`src/include/hsio_pkg.sv`:
```
// Package: register map, field layout, reset values and types of the handshake I/O port
`default_nettype none
package hsio_pkg;
	// Register byte offsets
	localparam logic [7:0] OFF_DIR    = 8'h00;
	localparam logic [7:0] OFF_DATA   = 8'h04;
	localparam logic [7:0] OFF_CTRL   = 8'h08;
	localparam logic [7:0] OFF_PINS   = 8'h0C;
	localparam logic [7:0] OFF_STATUS = 8'h10;
	localparam logic [7:0] OFF_RXDATA = 8'h14;
	// Field positions
	localparam int CTRL_OD_BIT     = 0;
	localparam int CTRL_HS_BIT     = 1;
	localparam int STAT_BUSY_BIT   = 0;
	localparam int STAT_RXFULL_BIT = 1;
	localparam int TOP_LINE        = 7;
	// Reset values
	localparam logic [7:0] DIR_RST  = 8'hFF;
	localparam logic [7:0] DATA_RST = 8'h00;
	localparam logic [7:0] KEEP_RST = 8'h00;
	// Port-wide control bits
	typedef struct packed {
		logic hs_en;
		logic od;
	} ctrl_t;
	localparam ctrl_t CTRL_RST = '{hs_en: 1'b0, od: 1'b0};
	// Pad drive of one two-way line
	typedef struct packed {
		logic o;
		logic oe_n;
	} pad_t;
	localparam pad_t PAD_RST = '{o: 1'b1, oe_n: 1'b1};
	// Sender handshake states, one-hot
	typedef enum logic [3:0] {
		HS_IDLE      = 4'b0001,
		HS_SETUP     = 4'b0010,
		HS_WAIT_RDY  = 4'b0100,
		HS_WAIT_DROP = 4'b1000
	} hs_state_t;
endpackage
`default_nettype wire

```
`src/design/handshake_io_port.sv`:
```
// Eight-line bit-programmable I/O port with two-wire handshake behind an APB slave
// Functional notes
// RULE_01 - Each of the eight lines has its own direction bit, any mix allowed.
// RULE_02 - One port-wide bit turns all output lines into open-drain drivers.
// RULE_03 - Port stays usable for plain I/O regardless of any bus configuration; in send mode the code drops data writes while a byte is in flight.
// RULE_04 - Handshake mode uses two borrowed lines as data-valid strobe and ready.
// RULE_05 - Top line direction decides which handshake line is strobe-out or ready-out.
// RULE_06 - Undriven input lines are held at their last valid level by a keeper; only the pins register reads keep_q, the receiver captures port_in.
// RULE_07 - Sender puts data, strobes valid, waits ready, releases strobe before next byte.
`default_nettype none
module handshake_io_port (
	// Clock and reset
	input  wire logic        pclk,
	input  wire logic        presetn,
	// APB slave
	input  wire logic        psel,
	input  wire logic        penable,
	input  wire logic        pwrite,
	input  wire logic [7:0]  paddr,
	input  wire logic [31:0] pwdata,
	output logic [31:0]      prdata,
	output logic             pready,
	output logic             pslverr,
	// Eight port lines
	input  wire logic [7:0]  port_in,
	input  wire logic [7:0]  port_driven,
	output logic [7:0]       port_out,
	output logic [7:0]       port_oe_n,
	// Handshake line a: data_valid_strobe_n
	input  wire logic        handshake_pin_a_i,
	output logic             handshake_pin_a_o,
	output logic             handshake_pin_a_oe_n,
	// Handshake line b: ready_acknowledge
	input  wire logic        handshake_pin_b_i,
	output logic             handshake_pin_b_o,
	output logic             handshake_pin_b_oe_n
);
	// Word index from byte address, used by read and write decode
	function automatic logic is_reg(input logic [7:0] addr, input logic [7:0] off);
		is_reg = (addr[7:2] == off[7:2]);
	endfunction

	logic [7:0]         dir_q;
	logic [7:0]         data_q;
	hsio_pkg::ctrl_t    ctrl_q;
	logic [7:0]         keep_q;
	logic [7:0]         rxdata_q;
	logic               rx_full_q;
	logic               rdy_q;
	hsio_pkg::hs_state_t tx_q;
	hsio_pkg::hs_state_t tx_d;
	hsio_pkg::pad_t     pad_a_q;
	hsio_pkg::pad_t     pad_b_q;
	logic [7:0]         port_out_q;
	logic [7:0]         port_oe_n_q;
	logic [31:0]        prdata_q;
	logic               pready_q;
	logic               pslverr_q;

	// Bus phase decode: the answer is prepared in setup and stands for one access cycle
	wire setup_ph  = psel & ~penable;
	wire access_ok = psel & penable & pready_q;
	wire wr_acc    = access_ok & pwrite;
	wire rd_acc    = access_ok & ~pwrite;
	wire hit_dir   = is_reg(paddr, hsio_pkg::OFF_DIR);
	wire hit_data  = is_reg(paddr, hsio_pkg::OFF_DATA);
	wire hit_ctrl  = is_reg(paddr, hsio_pkg::OFF_CTRL);
	wire hit_pins  = is_reg(paddr, hsio_pkg::OFF_PINS);
	wire hit_stat  = is_reg(paddr, hsio_pkg::OFF_STATUS);
	wire hit_rx    = is_reg(paddr, hsio_pkg::OFF_RXDATA);
	wire mapped    = (paddr[1:0] == 2'b00) &
	                 (hit_dir | hit_data | hit_ctrl | hit_pins | hit_stat | hit_rx);

	// Handshake role follows the top line direction: output means this end sends
	wire hs_on     = ctrl_q.hs_en;
	wire send_mode = hs_on & ~dir_q[hsio_pkg::TOP_LINE]; // RULE_05
	wire recv_mode = hs_on & dir_q[hsio_pkg::TOP_LINE];  // RULE_05
	wire tx_busy   = (tx_q != hsio_pkg::HS_IDLE);
	// A data write while a byte is in flight is dropped so the pins never change mid-transfer
	wire data_wr   = wr_acc & mapped & hit_data & ~tx_busy; // RULE_07
	wire dav_low   = ~handshake_pin_a_i;
	wire rx_take   = recv_mode & ~rdy_q & dav_low;          // RULE_04
	wire rx_clear  = rd_acc & mapped & hit_rx;

	// Read mux
	wire [31:0] rd_val =
		hit_dir  ? {24'h000000, dir_q} :
		hit_data ? {24'h000000, data_q} :
		hit_ctrl ? {30'h00000000, ctrl_q.hs_en, ctrl_q.od} :
		hit_pins ? {24'h000000, keep_q} :
		hit_stat ? {30'h00000000, rx_full_q, tx_busy} :
		{24'h000000, rxdata_q};

	// Pad drive: open-drain releases a line whose data is one
	wire [7:0] oe_n_d = dir_q | ({8{ctrl_q.od}} & data_q); // RULE_01 RULE_02

	// APB answer registers
	always_ff @(posedge pclk or negedge presetn) begin
		if (!presetn) begin
			pready_q  <= 1'b0;
			prdata_q  <= 32'h00000000;
			pslverr_q <= 1'b0;
		end else begin
			pready_q  <= setup_ph;
			prdata_q  <= (setup_ph & ~pwrite & mapped) ? rd_val : 32'h00000000;
			pslverr_q <= setup_ph & ~mapped;
		end
	end

	// Software registers; direction is always writable, data only while no byte is in flight
	always_ff @(posedge pclk or negedge presetn) begin
		if (!presetn) begin
			dir_q  <= hsio_pkg::DIR_RST;
			data_q <= hsio_pkg::DATA_RST;
			ctrl_q <= hsio_pkg::CTRL_RST;
		end else begin
			if (wr_acc & mapped & hit_dir) begin
				dir_q <= pwdata[7:0]; // RULE_01 RULE_03
			end
			if (data_wr) begin
				data_q <= pwdata[7:0]; // RULE_03
			end
			if (wr_acc & mapped & hit_ctrl) begin
				ctrl_q <= '{hs_en: pwdata[hsio_pkg::CTRL_HS_BIT],
				            od: pwdata[hsio_pkg::CTRL_OD_BIT]}; // RULE_02
			end
		end
	end

	// Keeper: a line follows the pad only while something drives it
	always_ff @(posedge pclk or negedge presetn) begin
		if (!presetn) begin
			keep_q <= hsio_pkg::KEEP_RST;
		end else begin
			keep_q <= (port_driven & port_in) | (~port_driven & keep_q); // RULE_06
		end
	end

	// Port pads straight from flops
	always_ff @(posedge pclk or negedge presetn) begin
		if (!presetn) begin
			port_out_q  <= hsio_pkg::DATA_RST;
			port_oe_n_q <= 8'hFF;
		end else begin
			port_out_q  <= data_q;
			port_oe_n_q <= oe_n_d; // RULE_01 RULE_02
		end
	end

	// Sender next state: data settles one cycle before the strobe falls
	always_comb begin
		tx_d = tx_q;
		case (tx_q)
			hsio_pkg::HS_IDLE:      if (data_wr & send_mode) tx_d = hsio_pkg::HS_SETUP;
			hsio_pkg::HS_SETUP:     tx_d = hsio_pkg::HS_WAIT_RDY;
			hsio_pkg::HS_WAIT_RDY:  if (handshake_pin_b_i) tx_d = hsio_pkg::HS_WAIT_DROP;
			hsio_pkg::HS_WAIT_DROP: if (!handshake_pin_b_i) tx_d = hsio_pkg::HS_IDLE;
			default:                tx_d = hsio_pkg::HS_IDLE;
		endcase
		if (!send_mode) begin
			tx_d = hsio_pkg::HS_IDLE;
		end
	end

	// Sender state
	always_ff @(posedge pclk or negedge presetn) begin
		if (!presetn) begin
			tx_q <= hsio_pkg::HS_IDLE;
		end else begin
			tx_q <= tx_d; // RULE_07
		end
	end

	// Receiver: capture on strobe low, raise ready, drop ready when strobe is released
	always_ff @(posedge pclk or negedge presetn) begin
		if (!presetn) begin
			rdy_q     <= 1'b0;
			rxdata_q  <= hsio_pkg::DATA_RST;
			rx_full_q <= 1'b0;
		end else begin
			if (rx_take) begin
				rdy_q    <= 1'b1;     // RULE_07
				rxdata_q <= port_in;  // RULE_07
			end else if (rdy_q & (~recv_mode | handshake_pin_a_i)) begin
				rdy_q <= 1'b0;
			end
			// A new byte in the same cycle as the read keeps the flag set
			rx_full_q <= rx_take | (rx_full_q & ~rx_clear);
		end
	end

	// Handshake pads: the strobe line drives out when sending, ready line when receiving
	always_ff @(posedge pclk or negedge presetn) begin
		if (!presetn) begin
			pad_a_q <= hsio_pkg::PAD_RST;
			pad_b_q <= hsio_pkg::PAD_RST;
		end else begin
			pad_a_q.oe_n <= ~send_mode; // RULE_04 RULE_05
			pad_a_q.o    <= ~(tx_q == hsio_pkg::HS_WAIT_RDY); // RULE_07
			pad_b_q.oe_n <= ~recv_mode; // RULE_04 RULE_05
			pad_b_q.o    <= rx_take | (rdy_q & recv_mode & ~handshake_pin_a_i);
		end
	end

	assign prdata               = prdata_q;
	assign pready               = pready_q;
	assign pslverr              = pslverr_q;
	assign port_out             = port_out_q;
	assign port_oe_n            = port_oe_n_q;
	assign handshake_pin_a_o    = pad_a_q.o;
	assign handshake_pin_a_oe_n = pad_a_q.oe_n;
	assign handshake_pin_b_o    = pad_b_q.o;
	assign handshake_pin_b_oe_n = pad_b_q.oe_n;

	// All-input direction releases every pad one cycle later
	property p_all_inputs_released;
		@(posedge pclk) disable iff (!presetn)
		(dir_q == 8'hFF) |=> (port_oe_n == 8'hFF);
	endproperty
	a_all_inputs_released: assert property (p_all_inputs_released) // RULE_01
		else $error("input lines still driven");

	// Open-drain never drives a high level
	property p_od_no_high;
		@(posedge pclk) disable iff (!presetn)
		ctrl_q.od [*2] |-> ((~port_oe_n & port_out) == 8'h00);
	endproperty
	a_od_no_high: assert property (p_od_no_high) // RULE_02
		else $error("open-drain line drove high");

	// A direction write always lands, whatever the handshake mode
	property p_dir_write_lands;
		@(posedge pclk) disable iff (!presetn)
		(wr_acc & mapped & hit_dir) |=> (dir_q == $past(pwdata[7:0]));
	endproperty
	a_dir_write_lands: assert property (p_dir_write_lands) // RULE_03
		else $error("direction write lost");

	// Handshake off leaves both borrowed lines undriven
	property p_hs_off_released;
		@(posedge pclk) disable iff (!presetn)
		(!ctrl_q.hs_en) [*2] |-> (handshake_pin_a_oe_n & handshake_pin_b_oe_n);
	endproperty
	a_hs_off_released: assert property (p_hs_off_released) // RULE_04
		else $error("handshake line driven while off");

	// Exactly one handshake line is driven, chosen by the top line direction
	property p_role_by_top;
		@(posedge pclk) disable iff (!presetn)
		$stable(send_mode) && $stable(recv_mode) && hs_on |->
			(handshake_pin_a_oe_n == dir_q[7]) && (handshake_pin_b_oe_n == !dir_q[7]);
	endproperty
	a_role_by_top: assert property (p_role_by_top) // RULE_05
		else $error("handshake roles wrong");

	// Keeper holds every line while none is driven
	property p_keeper_holds;
		@(posedge pclk) disable iff (!presetn)
		(port_driven == 8'h00) |=> $stable(keep_q);
	endproperty
	a_keeper_holds: assert property (p_keeper_holds) // RULE_06
		else $error("undriven input changed");

	// Data stable on the pads at strobe fall and on the next cycle while the strobe stays low
	property p_data_before_strobe;
		@(posedge pclk) disable iff (!presetn)
		$fell(handshake_pin_a_o) && send_mode |->
			$stable(port_out) ##1 (handshake_pin_a_o || $stable(port_out));
	endproperty
	a_data_before_strobe: assert property (p_data_before_strobe) // RULE_07
		else $error("data moved under strobe");

	// A send write shows data first and drops the strobe one cycle after the pads
	property p_strobe_after_data;
		@(posedge pclk) disable iff (!presetn)
		(data_wr & send_mode) ##1 send_mode |=>
			handshake_pin_a_o ##1 !handshake_pin_a_o;
	endproperty
	a_strobe_after_data: assert property (p_strobe_after_data) // RULE_07
		else $error("strobe timing after data write wrong");

	// A captured byte raises ready and the full flag on the next cycle
	property p_ready_after_take;
		@(posedge pclk) disable iff (!presetn)
		rx_take |=> (handshake_pin_b_o & rx_full_q);
	endproperty
	a_ready_after_take: assert property (p_ready_after_take) // RULE_04
		else $error("ready or full flag missing after capture");

	// Ready falls once the strobe is seen released, so the next byte can start
	property p_ready_drops;
		@(posedge pclk) disable iff (!presetn)
		(recv_mode & rdy_q & handshake_pin_a_i) |=> !handshake_pin_b_o;
	endproperty
	a_ready_drops: assert property (p_ready_drops) // RULE_04
		else $error("ready held after strobe release");

	// A data write while busy leaves the data register untouched
	property p_busy_write_dropped;
		@(posedge pclk) disable iff (!presetn)
		(wr_acc & mapped & hit_data & tx_busy) |=> $stable(data_q);
	endproperty
	a_busy_write_dropped: assert property (p_busy_write_dropped) // RULE_07
		else $error("data changed during a transfer");
endmodule
`default_nettype wire

```
`config.mk`:
```
export PLATFORM = sky130hd
export DESIGN_NAME = handshake_io_port
export DESIGN_NICKNAME = d
export VERILOG_FILES = /design/src/include/hsio_pkg.sv /design/src/design/handshake_io_port.sv
export SDC_FILE = /design/constraint.sdc
export NUM_CORES = 1
export LEC_CHECK = 0
export BUFFER_PORTS_ARGS = -buffer_cell sky130_fd_sc_hd__buf_2
export CAP_MARGIN = 20
export CORE_MARGIN = 8
export CORE_UTILIZATION = 28
export CTS_CLUSTER_DIAMETER = 60
export DETAILED_ROUTE_END_ITERATION = 8
export PLACE_DENSITY = 0.47
export SLEW_MARGIN = 20
export SYNTH_ARGS = -nofsm -noshare
export SYNTH_HDL_FRONTEND = slang
export SYNTH_SLANG_ARGS = --single-unit
```
`constraint.sdc`:
```
create_clock -name pclk -period 2.4 [get_ports pclk]
set_input_delay 0 -clock pclk [delete_from_list [all_inputs] [get_ports pclk]]
set_output_delay 0 -clock pclk [all_outputs]
set_load 0.05 [all_outputs]
```
# Word-level counts from Yosys, hierarchy flattened
# Cells that the tools add are included.
# op_classes
n_mux	13
multipliers	0
shift	0
n_lt_le_gt_ge	0
n_eq_ne	13
n_bitwise	50
add_sub_neg	0
reduce_logical	4
n_div	0
# ops
operator	count
8-bit 2-to-1 mux	6
1-bit bitwise AND	25
8-bit bitwise AND	3
4-bit 2-to-1 mux	4
8-bit bitwise OR	2
4-bit one-hot mux with 4 select lines	1
6-bit by 2-bit equality test with 1-bit output, second input constant	2
6-bit by 3-bit equality test with 1-bit output, second input constant	2
1-bit NOT	11
3-bit inequality test, second input constant	3
8-bit NOT	1
1-bit bitwise OR	8
6-bit by 1-bit equality test with 1-bit output, second input constant	1
6-bit zero test	1
4-bit by 1-bit equality test with 1-bit output, second input constant	1
4-bit by 2-bit equality test with 1-bit output, second input constant	1
4-bit by 3-bit equality test with 1-bit output, second input constant	1
4-bit equality test, second input constant	1
4-bit by 1-bit inequality test with 1-bit output, second input constant	1
3-bit AND reduction	1
2-bit zero test	1
1-bit 2-to-1 mux	2
2-bit nonzero test	1
# word_totals
register_bits	70
n_memories	0
latchBits	0
rom_bits	0
mem_bits_rw	0
in_bits	63

# Logic depth before layout (Yosys ltp)
# logic_depth
word_depth	14
mapped_depth	6
ltp_nobuf	4

# Worst setup path before layout
# OpenSTA, ideal clock, no wires.
# synth_timing
kind	reg2reg
start	register tx_q[0]
end	register data_q[0]
period_less_slack_ns	1.812
arrival_time_ns	1.687
path_stages_with_launch	5
n_path_buf	1
path_slack_ns	0.588
cell_sequence	dfstp_2 nor4b_1 and4_2 buf_6 mux2_2
# synth_between
elab_chain_len	3
# synth_lines
item	line_no	text
start: declaration	handshake_io_port.sv:50	hsio_pkg::hs_state_t tx_q;
start signal: assignment	handshake_io_port.sv:168	tx_q <= hsio_pkg::HS_IDLE;
start signal: assignment	handshake_io_port.sv:170	tx_q <= tx_d;
4-bit by 1-bit inequality test with 1-bit output	handshake_io_port.sv:78	wire tx_busy = (tx_q != hsio_pkg::HS_IDLE);
1-bit NOT	handshake_io_port.sv:80	wire data_wr = wr_acc & mapped & hit_data & ~tx_busy;
1-bit bitwise AND	handshake_io_port.sv:80	
end signal: assignment	handshake_io_port.sv:114	data_q <= hsio_pkg::DATA_RST;
end signal: assignment	handshake_io_port.sv:121	data_q <= pwdata[7:0];
end: declaration	handshake_io_port.sv:44	logic [7:0] data_q;
# Every way passes these cells.
# A chain may end at the register's enable or synchronous reset.

# Worst setup path in the final report
# layout_timing
start	register tx_q[0]
end	register data_q[5]
# Same word-level chain as after synthesis.

==> flow_summary.yaml <==
worst_hold_path:
  min_path_cells: 3
  hold_class: "in2reg"
  worstHoldStart: "psel"
critical_path:
  critical_path_required_ns: 2.62
  crit_path_end_kind: "flop"
  r2r_start: "tx_q[0]"
  cp_num_buf_inv: 1
  reg2reg_slack_ns: 0.54
  cp_top_family: "simple AND/OR/NAND/NOR gates"
  critPathKind: "reg2reg"
  reg2regPathDepth: 4
  crit_slowest_cell: "dfstp_2"
  crit_chain: "nor4b_1 > buf_4 > and4_2 > mux2_2"
  max_stage_delay_ns: 0.56
  cp.arrival_ns: 2.08
  critPathLaunch: "tx_q[0]"
  start_kind: "flop"
  crit_fanout: 8
  cp.depth: 4
clock_network:
  clk_latency_ns: 0.33
  cts_inserted_buffers: 9
  post-cts-setup-buffers: 0
  cts-root-buf: "clkbuf_16"
  tritoncts: "done"
  clk_pin_slew_worst_paths_ns: 0.06
  cts_max_level: 3
  cts.sinks: 70
  clk_path_buf_depth: 2
run_status:
  outcome: "finished, final reports clean"
synthesis:
  ys_ff_latch: 70
  yosys_most_used_dff: "dfrtp_1"
  synth-edff-count: 0
  synth_area_sq_um: 3210
  synth_most_common_cell: "dfrtp_1"
  postSynthAreaPerCell_sq_um: 12.1
  synth_compound_area_share_pct: 11.5
  synth_cell_types: 52
  ys_top_cells_by_count: "dfrtp_1, mux2_2, buf_4, dfstp_2, o21ai_0"
  yosys.area.top_type: "dfrtp_1"
  yosys-top-cells-area: "dfrtp_1, dfstp_2, mux2_2, buf_4, o21ai_0"
  synthCells: 265
  synth_top_area_share_pct: 38.2
  async_flop_share_pct: 100
  synthMuxAreaShare_pct: 12.2
  synth-seq-area-share_pct: 55.4
  ys_warn_count: 0
  synth_top_family_by_area: "simple AND/OR/NAND/NOR gates"
  synthSimpleGateAreaFrac_pct: 12.9
  yosys.area_share.adder_pct: 0
  synth_xor_area_share_pct: 0.546
layout:
  diodes: 0
  drive_gt1_share_pct: 41.5
  instances_no_fill: 529
  area_delta_synth_final_pct: 36.8
  layout.nets: 444
floorplanning:
  die_x_um: 123
  chipHeight_um: 123
  core-area_sq_um: 11300
  die_area_sq_um: 15100
  row_count: 39
  pin_count: 117
  start_util_pct: 28.4
global_routing:
  grtUsageMet2_pct: 18.9
  grt-busiest-layer: "met2"
  antenna_found_initial: 0
  grt.overflow.total: 0
  grt_max_degree: 45
  grt_pass1_vias: 2522
  grt_util_all_layers_pct: 11.6
  grt_pass1_wl_um: 13400
  grt_util_met3_pct: 3.93
  use_met1_pct: 14.0
route:
  drt_wl_total_um: 8320
  ant_nets: 0
  routedWlPerCell_um: 15.7
  drtIter0Drc: 149
  via_per_inst: 4.45
  vias: 2353
  drc_errors: 0
  drt_pass1_iterations: 4
sta:
  finalSetupTns_ns: 0
  tightest_slew_ns: 0.647
  slew_viol_final: 0
  max_freq_mhz: 537
  slew_headroom_pct: 56.9
  setup_viol: 0
  rsz0062_at_grt: "no"
  fin_crit_sh_pct: 77.7
  hold_viol_final: 0
  skew_ns: 0.00493
  post-route-min-period_ns: 1.86
placed_design:
  place_hpwl_um: 5960
  placedCellCount: 474
  port_buffers: 68
  gp_congestion: 0.729
power:
  p_per_area_nw_per_um2: 688
  peakVddDrop_mv: 0.363
  p_leak_nw: 2.08
job:
  max-cap-violations: 0
layout by cell type, fill, tap and decap left out, types with 3 or more instances in the layout:
cell type       n
bufinv_16       3
a21oi_1         9
a21o_1          9
dfrtp_1        49
nor2_1          8
clkinv_2        3
dfstp_2        21
dlygate4sd3_1  39
clkbuf_16       9
nand3_1         3
inv_1           3
buf_2          68
nor3_1          5
nand2_1        15
mux2_2         34
conb_1         24
o21a_1          5
nand2b_1        4
o221ai_1        5
o21ai_0        16
nor2b_1         8
buf_4           7
layout make-up:
type                       instances  area (sq um)
inverter                           3          11.3
clock buffer                       9           225
sequential                        70          1780
multi-input combinational        182          1280
clock inverter                     7           113
timing repair buffer             115           803
fill                            1121          6930
tap                              143           179
repair_timing:
item	in CTS	in global routing
hold buffers	39	0
resized for setup	0	0
endpoints found under the hold margin	62	0
routing by layer:
metal | wire length, um | part of all wire, % | vias up
met5 | 0 | 0 | -
met3 | 495 | 5.9 | 10
met2 | 4100 | 49 | 54
met4 | 104 | 1.2 | 0
li1 | - | - | 1139
met1 | 3630 | 44 | 1150
where the power goes:
group	switching, W	internal, W	total [W]
clock network	0.000489	0.00101	0.00150
logic	0.000188	0.000118	0.000307
registers	0.0000139	0.00121	0.00122
total	0.000691	0.00233	0.00302
worst paths after layout:
path / end
setup / recovery: data_q[5]
hold / removal: pslverr
setup reg to reg: data_q[5]
hold reg to reg: port_out[0]
max in group asynchronous: port_oe_n[6]
min in group asynchronous: pready
stage by stage:
step / area, sq um / setup slack (ns) / power [W] / util [%] / hold slack [ns]
after floorplan: 3300 / 0.588 / 0.00142 / - / -0.296
after global placement: 3660 / 0.492 / 0.00149 / 32.4 / 0.0713
after detailed placement: 3660 / 0.498 / 0.00149 / 32.4 / 0.0746
after CTS: 4390 / 0.470 / 0.00307 / 38.8 / 0.0485
after global routing: 4390 / 0.436 / 0.00315 / 38.8 / 0.0880
final: 4390 / 0.536 / 0.00302 / 38.8 / 0.0684
logic make-up after synthesis:
kind of cell	Yosys count
flip-flops	70
AND/OR/NAND/NOR	66
AO/OA/AOI/OAI	55
buffers and inverters	36
multiplexers	35
XOR/XNOR	2
other	1
worst reg2reg max path: stages (launching register included):
cell and delay (ns):
dfstp_2 0.56, nor4b_1 0.25, buf_4 0.18, and4_2 0.39
mux2_2 0.37
Power figures use the tool's default switching activity.
